`src/verilog/dadcc_pkg.sv`:
```
package dadcc_pkg;
  // register byte offsets
  localparam logic [7:0] A_SAR = 8'h00;
  localparam logic [7:0] A_DAR = 8'h04;
  localparam logic [7:0] A_NXT = 8'h08;
  localparam logic [7:0] A_CTL = 8'h0C;
  localparam logic [7:0] A_CFG = 8'h10;
  localparam logic [7:0] A_GTH = 8'h14;
  localparam logic [7:0] A_SCT = 8'h18;
  localparam logic [7:0] A_SWR = 8'h1C;
  localparam logic [7:0] A_STA = 8'h20;
  localparam logic [7:0] A_BLK = 8'h24;
  // control word fields
  localparam int CTL_LEN_LSB = 0;
  localparam int CTL_TRL_LSB = 16;
  localparam int CTL_SAM_LSB = 24;
  localparam int CTL_DAM_LSB = 26;
  localparam int CTL_SFC = 28;
  localparam int CTL_DFC = 29;
  // configuration word fields
  localparam int CFG_EN = 0;
  localparam int CFG_SSW = 1;
  localparam int CFG_DSW = 2;
  localparam int CFG_SIRQ = 3;
  localparam int CFG_DIRQ = 4;
  localparam int CFG_SMEM = 5;
  localparam int CFG_DMEM = 6;
  localparam int CFG_FIFO = 7;
  localparam int CFG_PREF = 8;
  localparam int CFG_LCH = 9;
  localparam int CFG_LBUS = 10;
  localparam int CFG_LSC_LSB = 11;
  localparam int CFG_SMB_LSB = 13;
  localparam int CFG_DMB_LSB = 15;
  localparam int CFG_GEN = 17;
  localparam int CFG_SEN = 18;
  // software request bits
  localparam int SW_SB = 0;
  localparam int SW_SS = 1;
  localparam int SW_DB = 2;
  localparam int SW_DS = 3;
  localparam int SW_SL = 4;
  localparam int SW_DL = 5;
  // values after reset and fixed counts
  localparam logic [15:0] RST_BLOCKS = 16'h0001;
  localparam logic [31:0] WORD_STEP = 32'h0000_0004;
  localparam logic [1:0] LLI_LAST = 2'h3;
  // address modes, multi-block modes, lock scopes
  localparam logic [1:0] AM_INC = 2'h0;
  localparam logic [1:0] AM_DEC = 2'h1;
  localparam logic [1:0] MB_RELOAD = 2'h1;
  localparam logic [1:0] MB_CHAIN = 2'h2;
  localparam logic [1:0] LS_XFER = 2'h0;
  localparam logic [1:0] LS_BLOCK = 2'h1;

  typedef enum logic [2:0] {
    ST_IDLE = 3'b000,
    ST_LLI = 3'b001,
    ST_RUN = 3'b010,
    ST_BEND = 3'b011
  } dadcc_state_e;

  typedef struct packed {
    logic cyc;
    logic stb;
    logic we;
    logic [3:0] sel;
    logic [7:0] adr;
    logic [31:0] dat;
  } dadcc_sreq_s;

  typedef struct packed {
    logic cyc;
    logic stb;
    logic we;
    logic [31:0] adr;
    logic [31:0] dat;
  } dadcc_mreq_s;
endpackage

```
`src/verilog/dadcc_core.sv`:
```
`timescale 1ns/1ps
`default_nettype none
module dadcc_core #(
  parameter int DEPTH = 8,
  parameter int MAX_BURST = 4
) (
  // clock and reset
  input wire logic clk_i,
  input wire logic rst_i,
  // register bus, wishbone slave
  input wire dadcc_pkg::dadcc_sreq_s wbs_i,
  output logic [31:0] wbs_dat_o,
  output logic wbs_ack_o,
  // data mover, wishbone master
  output var dadcc_pkg::dadcc_mreq_s wbm_o,
  input wire logic [31:0] wbm_dat_i,
  input wire logic wbm_ack_i,
  output logic chan_lock_o,
  output logic hlock_o,
  // peripheral handshake pins
  input wire logic src_req_i,
  input wire logic src_last_i,
  input wire logic dst_req_i,
  input wire logic dst_last_i,
  output logic src_ack_o,
  output logic dst_ack_o,
  output logic xfer_done_o
);
  localparam int PW = (DEPTH > 1) ? $clog2(DEPTH) : 1;
  localparam logic [PW:0] FULL = (PW + 1)'(DEPTH);
  localparam logic [PW:0] HALF = (PW + 1)'(DEPTH / 2);
  localparam logic [7:0] BMAX = 8'(MAX_BURST - 1);

  typedef struct packed {
    dadcc_pkg::dadcc_state_e st;
    logic [31:0] sar;
    logic [31:0] dar;
    logic [31:0] nxt;
    logic [31:0] ctl;
    logic [31:0] cfg;
    logic [31:0] gth;
    logic [31:0] sct;
    logic [5:0] swr;
    logic [15:0] blocks;
    logic [15:0] blk_left;
    logic [31:0] sv_sar;
    logic [31:0] sv_dar;
    logic [31:0] sv_ctl;
    logic [15:0] src_cnt;
    logic [15:0] g_cnt;
    logic [15:0] s_cnt;
    logic src_done;
    logic dst_done;
    logic str_act;
    logic dtr_act;
    logic s_last;
    logic d_last;
    logic [7:0] str_left;
    logic [7:0] dtr_left;
    logic [1:0] lli_idx;
    logic [7:0] beat;
    dadcc_pkg::dadcc_mreq_s mreq;
    logic [3:0] sy1;
    logic [3:0] sy2;
    logic [3:0] sy3;
    logic [3:0] flt;
    logic [DEPTH-1:0][31:0] mem;
    logic [PW-1:0] wp;
    logic [PW-1:0] rp;
    logic [PW:0] cnt;
    logic s_ack;
    logic [31:0] s_dat;
    logic src_ack;
    logic dst_ack;
    logic done;
  } dadcc_core_s;

  dadcc_core_s r;
  dadcc_core_s n;
  logic [3:0] rise;
  logic [15:0] blen;
  logic [7:0] tlen;
  logic [1:0] sam;
  logic [1:0] dam;
  logic sfc;
  logic dfc;
  logic can_rd;
  logic can_wr;
  logic do_rd;
  logic do_wr;
  logic wr_hit;
  logic [31:0] a1;
  logic scope;

  function automatic logic [31:0] step_addr(input logic [31:0] a, input logic [1:0] m,
                                            input logic [31:0] s);
    if (m == dadcc_pkg::AM_INC) begin
      step_addr = a + s;
    end else if (m == dadcc_pkg::AM_DEC) begin
      step_addr = a - s;
    end else begin
      step_addr = a;
    end
  endfunction

  function automatic logic [31:0] merge(input logic [31:0] o, input logic [31:0] d,
                                        input logic [3:0] sel);
    for (int i = 0; i < 4; i++) begin
      o[i*8 +: 8] = sel[i] ? d[i*8 +: 8] : o[i*8 +: 8];
    end
    merge = o;
  endfunction

  always_comb begin
    n = r;
    n.s_ack = 1'b0;
    n.src_ack = 1'b0;
    n.dst_ack = 1'b0;
    n.done = 1'b0;
    a1 = 32'h0000_0000;
    // pins: three stages, a level counts once stages two and three agree
    n.sy1 = {dst_last_i, dst_req_i, src_last_i, src_req_i};
    n.sy2 = r.sy1;
    n.sy3 = r.sy2;
    n.flt = (r.sy2 & r.sy3) | (r.flt & (r.sy2 ^ r.sy3));
    rise = n.flt & ~r.flt;
    blen = (r.ctl[dadcc_pkg::CTL_LEN_LSB +: 16] == 16'h0000) ? 16'h0001
         : r.ctl[dadcc_pkg::CTL_LEN_LSB +: 16];
    tlen = (r.ctl[dadcc_pkg::CTL_TRL_LSB +: 8] == 8'h00) ? 8'h01
         : r.ctl[dadcc_pkg::CTL_TRL_LSB +: 8];
    sam = r.ctl[dadcc_pkg::CTL_SAM_LSB +: 2];
    dam = r.ctl[dadcc_pkg::CTL_DAM_LSB +: 2];
    sfc = r.ctl[dadcc_pkg::CTL_SFC];
    dfc = r.ctl[dadcc_pkg::CTL_DFC];

    // register slave: ack one cycle after the request, write lands on the ack edge
    wr_hit = wbs_i.cyc & wbs_i.stb & wbs_i.we & r.s_ack;
    n.s_ack = wbs_i.cyc & wbs_i.stb & ~r.s_ack;
    case (wbs_i.adr)
      dadcc_pkg::A_SAR: n.s_dat = r.sar;
      dadcc_pkg::A_DAR: n.s_dat = r.dar;
      dadcc_pkg::A_NXT: n.s_dat = r.nxt;
      dadcc_pkg::A_CTL: n.s_dat = r.ctl;
      dadcc_pkg::A_CFG: n.s_dat = r.cfg;
      dadcc_pkg::A_GTH: n.s_dat = r.gth;
      dadcc_pkg::A_SCT: n.s_dat = r.sct;
      dadcc_pkg::A_SWR: n.s_dat = {26'h0, r.swr};
      dadcc_pkg::A_STA: n.s_dat = {19'h0, 7'(r.cnt), r.st, r.dst_done, r.src_done,
                                   (r.st != dadcc_pkg::ST_IDLE)};
      dadcc_pkg::A_BLK: n.s_dat = {16'h0, r.blocks};
      default: n.s_dat = 32'h0000_0000;
    endcase
    if (wr_hit) begin
      case (wbs_i.adr)
        dadcc_pkg::A_SAR: n.sar = merge(r.sar, wbs_i.dat, wbs_i.sel);
        dadcc_pkg::A_DAR: n.dar = merge(r.dar, wbs_i.dat, wbs_i.sel);
        dadcc_pkg::A_NXT: n.nxt = merge(r.nxt, wbs_i.dat, wbs_i.sel);
        dadcc_pkg::A_CTL: n.ctl = merge(r.ctl, wbs_i.dat, wbs_i.sel);
        dadcc_pkg::A_CFG: n.cfg = merge(r.cfg, wbs_i.dat, wbs_i.sel);
        dadcc_pkg::A_GTH: n.gth = merge(r.gth, wbs_i.dat, wbs_i.sel);
        dadcc_pkg::A_SCT: n.sct = merge(r.sct, wbs_i.dat, wbs_i.sel);
        dadcc_pkg::A_BLK: n.blocks = 16'(merge({16'h0, r.blocks}, wbs_i.dat, wbs_i.sel));
        default: n.s_dat = n.s_dat;
      endcase
    end

    // a memory side is always ready; fifo mode waits for half full thresholds
    can_rd = (r.st == dadcc_pkg::ST_RUN) && !r.src_done && (r.cnt < FULL)
           && (!r.cfg[dadcc_pkg::CFG_FIFO] || r.cnt < HALF)
           && (r.cfg[dadcc_pkg::CFG_SMEM] || r.str_act)
           && !(dfc && r.cfg[dadcc_pkg::CFG_PREF] && !r.dtr_act) && !r.dst_done;
    can_wr = (r.st == dadcc_pkg::ST_RUN) && (r.cnt != '0) && !r.dst_done
           && (!r.cfg[dadcc_pkg::CFG_FIFO] || r.cnt >= HALF || r.src_done)
           && (r.cfg[dadcc_pkg::CFG_DMEM] || r.dtr_act);
    // single master port: alternate read and write, keep direction inside a held cycle
    do_wr = can_wr && (!can_rd || (r.mreq.cyc ? r.mreq.we : !r.mreq.we));
    do_rd = can_rd && !do_wr;

    case (r.st)
      dadcc_pkg::ST_IDLE: begin
        if (r.cfg[dadcc_pkg::CFG_EN]) begin
          n.sv_sar = r.sar;
          n.sv_dar = r.dar;
          n.sv_ctl = r.ctl;
          n.blk_left = (r.blocks == 16'h0000) ? 16'h0001 : r.blocks;
          n.src_cnt = 16'h0000;
          n.g_cnt = 16'h0000;
          n.s_cnt = 16'h0000;
          n.lli_idx = 2'h0;
          n.cnt = '0;
          n.wp = '0;
          n.rp = '0;
          n.st = (r.cfg[dadcc_pkg::CFG_SMB_LSB +: 2] == dadcc_pkg::MB_CHAIN
                  || r.cfg[dadcc_pkg::CFG_DMB_LSB +: 2] == dadcc_pkg::MB_CHAIN)
                 ? dadcc_pkg::ST_LLI : dadcc_pkg::ST_RUN;
        end
      end
      dadcc_pkg::ST_LLI: begin
        // descriptor words: source, destination, next pointer, control
        if (!r.mreq.stb) begin
          n.mreq = '{cyc: 1'b1, stb: 1'b1, we: 1'b0,
                     adr: r.nxt + {28'h0, r.lli_idx, 2'b00}, dat: 32'h0000_0000};
        end else if (wbm_ack_i) begin
          n.mreq.stb = 1'b0;
          n.lli_idx = r.lli_idx + 2'h1;
          case (r.lli_idx)
            2'h0: if (r.cfg[dadcc_pkg::CFG_SMB_LSB +: 2] == dadcc_pkg::MB_CHAIN) n.sar = wbm_dat_i;
            2'h1: if (r.cfg[dadcc_pkg::CFG_DMB_LSB +: 2] == dadcc_pkg::MB_CHAIN) n.dar = wbm_dat_i;
            2'h2: n.nxt = wbm_dat_i;
            default: n.ctl = wbm_dat_i;
          endcase
          if (r.lli_idx == dadcc_pkg::LLI_LAST) begin
            n.mreq.cyc = 1'b0;
            n.st = dadcc_pkg::ST_RUN;
          end
        end
      end
      dadcc_pkg::ST_RUN: begin
        // source transaction start
        if (!r.cfg[dadcc_pkg::CFG_SMEM] && !r.str_act && !r.src_done) begin
          if (r.cfg[dadcc_pkg::CFG_SSW]) begin
            if (r.swr[dadcc_pkg::SW_SS]) begin
              n.str_act = 1'b1;
              n.str_left = r.swr[dadcc_pkg::SW_SB] ? tlen : 8'h01;
              n.s_last = sfc && r.swr[dadcc_pkg::SW_SL];
            end
          end else if (rise[0]) begin
            n.str_act = 1'b1;
            n.str_left = tlen;
            n.s_last = sfc && r.flt[1] && !r.cfg[dadcc_pkg::CFG_SIRQ];
          end
        end
        // destination transaction start
        if (!r.cfg[dadcc_pkg::CFG_DMEM] && !r.dtr_act && !r.dst_done) begin
          if (r.cfg[dadcc_pkg::CFG_DSW]) begin
            if (r.swr[dadcc_pkg::SW_DS]) begin
              n.dtr_act = 1'b1;
              n.dtr_left = r.swr[dadcc_pkg::SW_DB] ? tlen : 8'h01;
              n.d_last = dfc && r.swr[dadcc_pkg::SW_DL];
            end
          end else if (rise[2]) begin
            n.dtr_act = 1'b1;
            n.dtr_left = tlen;
            n.d_last = dfc && r.flt[3] && !r.cfg[dadcc_pkg::CFG_DIRQ];
          end
        end
        if (r.mreq.stb) begin
          if (wbm_ack_i) begin
            n.mreq.stb = 1'b0;
            // hold the cycle up to the maximum bus burst so the bus is not re-arbitrated
            n.mreq.cyc = (r.beat < BMAX);
            n.beat = (r.beat < BMAX) ? r.beat + 8'h01 : 8'h00;
            if (!r.mreq.we) begin
              n.mem[r.wp] = wbm_dat_i;
              n.wp = (r.wp == PW'(DEPTH - 1)) ? '0 : r.wp + PW'(1);
              n.cnt = r.cnt + (PW + 1)'(1);
              n.src_cnt = r.src_cnt + 16'h0001;
              a1 = step_addr(r.sar, sam, dadcc_pkg::WORD_STEP);
              n.g_cnt = r.g_cnt + 16'h0001;
              if (r.cfg[dadcc_pkg::CFG_GEN] && n.g_cnt == r.gth[15:0]) begin
                a1 = step_addr(a1, sam, {16'h0, r.gth[31:16]});
                n.g_cnt = 16'h0000;
              end
              n.sar = a1;
              if (!sfc && !dfc && n.src_cnt == blen) begin
                n.src_done = 1'b1;
              end
              if (r.str_act && (r.str_left == 8'h01 || n.src_done)) begin
                n.str_act = 1'b0;
                n.src_ack = 1'b1;
                n.swr[dadcc_pkg::SW_SL:0] = '0;
                n.swr[dadcc_pkg::SW_SS] = 1'b0;
                n.swr[dadcc_pkg::SW_SL] = 1'b0;
                n.src_done = n.src_done || r.s_last;
              end else begin
                n.str_left = r.str_left - 8'h01;
              end
            end else begin
              n.rp = (r.rp == PW'(DEPTH - 1)) ? '0 : r.rp + PW'(1);
              n.cnt = r.cnt - (PW + 1)'(1);
              a1 = step_addr(r.dar, dam, dadcc_pkg::WORD_STEP);
              n.s_cnt = r.s_cnt + 16'h0001;
              if (r.cfg[dadcc_pkg::CFG_SEN] && n.s_cnt == r.sct[15:0]) begin
                a1 = step_addr(a1, dam, {16'h0, r.sct[31:16]});
                n.s_cnt = 16'h0000;
              end
              n.dar = a1;
              if (r.dtr_act) begin
                if (r.dtr_left == 8'h01) begin
                  n.dtr_act = 1'b0;
                  n.dst_ack = 1'b1;
                  n.swr[dadcc_pkg::SW_DS:dadcc_pkg::SW_DB] = 2'b00;
                  n.swr[dadcc_pkg::SW_DL] = 1'b0;
                  n.dst_done = r.d_last;
                end else begin
                  n.dtr_left = r.dtr_left - 8'h01;
                end
              end
            end
          end
        end else if (do_rd || do_wr) begin
          if (r.mreq.cyc && (r.mreq.we != do_wr)) begin
            n.beat = 8'h00;
          end
          n.mreq = '{cyc: 1'b1, stb: 1'b1, we: do_wr, adr: do_wr ? r.dar : r.sar,
                     dat: r.mem[r.rp]};
        end else begin
          n.mreq.cyc = 1'b0;
          n.beat = 8'h00;
          if ((r.src_done && r.cnt == '0 && !dfc) || r.dst_done) begin
            n.st = dadcc_pkg::ST_BEND;
          end
        end
      end
      dadcc_pkg::ST_BEND: begin
        // leftover fifo data is dropped when the destination ends the block early
        n.cnt = '0;
        n.wp = '0;
        n.rp = '0;
        n.src_done = 1'b0;
        n.dst_done = 1'b0;
        n.str_act = 1'b0;
        n.dtr_act = 1'b0;
        n.src_cnt = 16'h0000;
        n.lli_idx = 2'h0;
        if (r.blk_left == 16'h0001) begin
          n.cfg[dadcc_pkg::CFG_EN] = 1'b0;
          n.done = 1'b1;
          n.st = dadcc_pkg::ST_IDLE;
        end else begin
          n.blk_left = r.blk_left - 16'h0001;
          // contiguous mode leaves the address where the block ended
          if (r.cfg[dadcc_pkg::CFG_SMB_LSB +: 2] == dadcc_pkg::MB_RELOAD) begin
            n.sar = r.sv_sar;
            n.ctl = r.sv_ctl;
          end
          if (r.cfg[dadcc_pkg::CFG_DMB_LSB +: 2] == dadcc_pkg::MB_RELOAD) begin
            n.dar = r.sv_dar;
            n.ctl = r.sv_ctl;
          end
          n.st = (r.cfg[dadcc_pkg::CFG_SMB_LSB +: 2] == dadcc_pkg::MB_CHAIN
                  || r.cfg[dadcc_pkg::CFG_DMB_LSB +: 2] == dadcc_pkg::MB_CHAIN)
                 ? dadcc_pkg::ST_LLI : dadcc_pkg::ST_RUN;
        end
      end
      default: n.st = dadcc_pkg::ST_IDLE;
    endcase

    // software disable aborts once no bus access is outstanding
    if (!r.cfg[dadcc_pkg::CFG_EN] && r.st != dadcc_pkg::ST_IDLE && !r.mreq.stb) begin
      n.st = dadcc_pkg::ST_IDLE;
      n.mreq.cyc = 1'b0;
      n.str_act = 1'b0;
      n.dtr_act = 1'b0;
      n.src_done = 1'b0;
      n.dst_done = 1'b0;
    end
    // request bits written 1 by software win over a hardware clear in the same cycle
    if (wr_hit && wbs_i.adr == dadcc_pkg::A_SWR && wbs_i.sel[0]) begin
      n.swr = n.swr | wbs_i.dat[5:0];
    end
  end

  always_ff @(posedge clk_i) begin
    if (rst_i) begin
      r <= '0;
      r.blocks <= dadcc_pkg::RST_BLOCKS;
    end else begin
      r <= n;
    end
  end

  // lock scope: whole transfer, current block, or an open transaction
  always_comb begin
    case (r.cfg[dadcc_pkg::CFG_LSC_LSB +: 2])
      dadcc_pkg::LS_XFER: scope = (r.st != dadcc_pkg::ST_IDLE);
      dadcc_pkg::LS_BLOCK: scope = (r.st == dadcc_pkg::ST_RUN);
      default: scope = r.str_act || r.dtr_act || r.mreq.cyc;
    endcase
  end

  assign hlock_o = r.cfg[dadcc_pkg::CFG_LBUS] && scope;
  assign chan_lock_o = (r.cfg[dadcc_pkg::CFG_LCH] || r.cfg[dadcc_pkg::CFG_LBUS]) && scope;
  assign wbm_o = r.mreq;
  assign wbs_dat_o = r.s_dat;
  assign wbs_ack_o = r.s_ack;
  assign src_ack_o = r.src_ack;
  assign dst_ack_o = r.dst_ack;
  assign xfer_done_o = r.done;
endmodule
`default_nettype wire

```
`config.mk`:
```
export PLATFORM = sky130hd
export DESIGN_NAME = dadcc_core
export DESIGN_NICKNAME = d
export VERILOG_FILES = /design/src/verilog/dadcc_pkg.sv /design/src/verilog/dadcc_core.sv
export SDC_FILE = /design/constraint.sdc
export NUM_CORES = 2
export LEC_CHECK = 0
export BUFFER_PORTS_ARGS = -buffer_cell sky130_fd_sc_hd__buf_4
export CAP_MARGIN = 0
export CORE_ASPECT_RATIO = 1.4
export CORE_MARGIN = 4
export CORE_UTILIZATION = 44
export CTS_CLUSTER_DIAMETER = 60
export DETAILED_ROUTE_END_ITERATION = 16
export PLACE_DENSITY = 0.59
export RECOVER_POWER = 100
export SLEW_MARGIN = 20
export SYNTH_ARGS = -nofsm -noshare
export SYNTH_HDL_FRONTEND = slang
export SYNTH_SLANG_ARGS = --single-unit
```
`constraint.sdc`:
```
create_clock -name clk_i -period 4.3 [get_ports clk_i]
set_clock_uncertainty 0.2 [all_clocks]
set_input_delay 0.215 -clock clk_i [delete_from_list [all_inputs] [get_ports clk_i]]
set_output_delay 0.215 -clock clk_i [all_outputs]
set_load 0.01 [all_outputs]
```
==> flow_summary.toml <==
[run_status]
status = "finished, violations left"
violations = "capacitance limit, slew limit, setup timing"

[synthesis]
synth_fp_nets = 6657
synthFlopType = "dfxtp_1"
yosysTopAreaCell = "dfxtp_1"
synth-edff-count = 0
synth_cell_types = 102
syn_avg_cell_area_um2 = 7.58
synth_top_area_share_pct = 33.7
yosysSeqAreaShare_pct = 33.7
netlist_instances = 6466
yosys_warnings = 0
syn_area_um2 = 49000
ys_ff_latch = 825
yosys-top-cells-area = "dfxtp_1 (34%), nand2_1 (9.4%), a21oi_1 (8.7%)"
async_flop_share_pct = 0

[finish]
utilization_pct = 51.8
area_growth_pct = 16.6
multiInputGateArea_um2 = 30000
layout-drive-gt1-share_pct = 13.9
fin_nets = 6804
fillCellCount = 10800
seq_area_um2 = 16500
finalNonFillerCells = 8149

[route]
ant_nets = 0
wirelength_um = 218000
drt_iter0_markers = 6065
route.met3.wl_um = 20700
drt_pre_antenna_iters = 7
route.vias.total = 51500
viasPerCell = 6.32
drc = 0
wl_met1_um = 81800
wl_per_cell_um = 26.8
route.met2.wl_um = 98200
top_layer = "met5"

[setup_path]
endpoint_kind = "register"
worstRegToRegCells = 8
worstPathArrival_ps = 4760
r2r_end = "wbm_o[19]"
worstPathRequired_ps = 4670
worstReg2RegStart = "r[823]"
worstSetupStartpoint = "r[823]"
cp_max_fo = 28
rrSetupSlack_ps = -90
crit_path_start_kind = "register"
crit_type = "register to register"
endpoint = "wbm_o[19]"

[sta]
setup_ws_ps = -87.7
slew_headroom_pct = -129
whs_ps = 69.9
slew_violations = 440
rsz0062_at_grt = "true"
max_freq_ghz = 0.228
worst_pin_slew_ps = 3430
tns_ps = -988
min_period_ps = 4390
fin_crit_sh_pct = 102
finalSetupViolCount = 24
finalHoldViolCount = 0

[power_and_ir_drop]
leakage_uw = 0.0204
p_per_area_nw_per_um2 = 493
ir_worst_vdd_mv = 0.592

[placement]
pre_cts_slack_ps = -146
place_inst = 7885
port_buffers = 190
gp_congestion = 1.05
dp_hpwl_um = 155000

[job]
cap_violations = 4

[floorplanning]
start_util_pct = 44.4
die_x_um = 290
dieArea_um2 = 117000
ioPinCount = 191
fp-row-count = 144
core-area_um2 = 110000
die_y_um = 403

[grt]
grt_first_pass_wirelength_um = 316000
grt_antenna_before_repair = 15
grt_usage_pct = 35.3
overflow = 0
grt_start_max_net_pins = 185
grt_pass1_vias = 48100

[cts]
root_buffer = "clkbuf_16"
clk_latency_ps = 730
cts_sinks = 825
path_clk_slew_ps = 70
cts_buffer_depth = 3
cts_tree = "built"
cts_buffers = 92
h-tree-depth = 3

[worst_hold_path]
hp-class = "primary input to register"
==> kinds of logic (layout without fill, tap and decap cells) <==
kind of cell / count (synthesis) / count (layout) / synth area share, %
adder cells (fa/ha/maj): 105 / 105 / 2.77
AND/OR/NAND/NOR: 2448 / 2448 / 22.4
AO/OA/AOI/OAI: 1832 / 1832 / 23.4
multiplexers: 270 / 270 / 7.18
flip-flops: 825 / 825 / 33.7
other: 0 / 4 / 0
buffers and inverters: 785 / 1004 / 6.87
XOR/XNOR: 201 / 201 / 3.64
==> flip-flops by register name (all words and copies together), names as in the netlist <==
register	flops
r	711
wbm_o	67
wbs_dat_o	32
n	8
dam	2
dfc	1
dst_ack_o	1
src_ack_o	1
wbs_ack_o	1
xfer_done_o	1
==> critical path, cell delays in order, from the launching register on <==
cell,delay (ps)
dfxtp_1,330
buf_4,260
ha_1,920
nor2_1,260
o21ai_1,1260
clkbuf_4,640
nor3_1,160
a21oi_1,150
nor2_1,50
==> cells in the final DEF (no fill, tap or decap), types with 21 or more instances in the layout <==
| cell type | synthesis | final |
|---|---|---|
| a211oi_1 | 52 | 40 |
| a21o_1 | 28 | 28 |
| a21oi_1 | 856 | 846 |
| a221oi_1 | 59 | 55 |
| a222oi_1 | 21 | 21 |
| a22o_1 | 23 | 23 |
| a22oi_1 | 119 | 118 |
| a311oi_1 | 59 | 54 |
| a31oi_1 | 52 | 52 |
| and2_1 | 34 | 25 |
| and3_1 | 39 | 38 |
| buf_4 | 99 | 479 |
| clkbuf_1 | 492 | 133 |
| clkbuf_16 | 0 | 94 |
| dfxtp_1 | 825 | 813 |
| dlygate4sd3_1 | 0 | 74 |
| ha_1 | 99 | 86 |
| inv_1 | 118 | 117 |
| mux2i_1 | 196 | 196 |
| mux4_2 | 64 | 64 |
| nand2_1 | 1230 | 1227 |
| nand2b_1 | 33 | 32 |
| nand3_1 | 176 | 174 |
| nand4_1 | 58 | 58 |
| nor2_1 | 471 | 454 |
| nor2b_1 | 40 | 37 |
| nor3_1 | 122 | 115 |
| nor4_1 | 57 | 50 |
| o211ai_1 | 61 | 61 |
| o21ai_0 | 241 | 234 |
| o221ai_1 | 32 | 32 |
| o22a_1 | 26 | 26 |
| or3_1 | 38 | 36 |
| or4_1 | 26 | 25 |
| xnor2_1 | 121 | 118 |
| xor2_1 | 77 | 73 |
==> worst min path at each step <==
stage / from / slack (ps) / cells after the start / end
2_1_floorplan: wbs_i[45] / 130 / 2 / wbs_ack_o
3_3_place_gp: wbs_ack_o / 230 / 1 / wbs_ack_o
3_5_place_dp: n[313] / 220 / 1 / n[309]
4_1_cts: wbs_i[34] / 10 / 5 / r[736]
5_1_grt: wbs_i[41] / 70 / 4 / r[738]
6_report: wbs_i[41] / 70 / 4 / r[736]
==> where the power goes <==
group          leakage [uW]  internal (uW)  total (uW)  switching [uW]
Clock               0.00153           4680        8300            3610
Combinational        0.0122           4040       11300            7220
Sequential          0.00666           8060        8620             565
Total                0.0204          16800       28200           11400
==> stage by stage <==
step	total power, uW	instance area, um^2
floorplan	14700	49100
global route	29200	57100
finish	28200	57100
CTS	27700	57000
detailed placement	19400	53000
global placement	19400	53000
==> Yosys cell counts, drive strengths merged (61+ instances only) <==
cell type,number
nand2,1230
a21oi,856
dfxtp,825
clkbuf,492
nor2,472
o21ai,248
mux2i,196
nand3,176
buf,169
nor3,122
xnor2,122
inv,120
a22oi,119
ha,99
xor2,79
mux4,64
a221oi,61
nor4,61
o211ai,61
==> final cells by class <==
class	instances	share of cell area, %
clock buffer	127	4.67
sequential	825	29.0
inverter	124	0.819
antenna	4	0.0175
timing repair buffer	714	9.08
clock inverter	39	0.795
multi-input combinational	4856	52.5
tap	1460	3.20
==> per-layer routing <==
layer  global-route usage [%]  vias up
met5                        0        -
met4                     23.8       10
met3                     6.84      762
met2                     56.7     2889
met1                     42.8    24600
li1                         -    23200
==> repair_timing <==
item                                    4_1_cts  5_1_grt
hold buffers                                 74        0
endpoints found under the setup margin       22       47
buffers inserted                              3       18
pin swaps                                     2       78
resized for setup                            13      130
gates cloned                                  0        0
hold endpoints to repair                    525        0
Power figures use the tool's default switching activity.
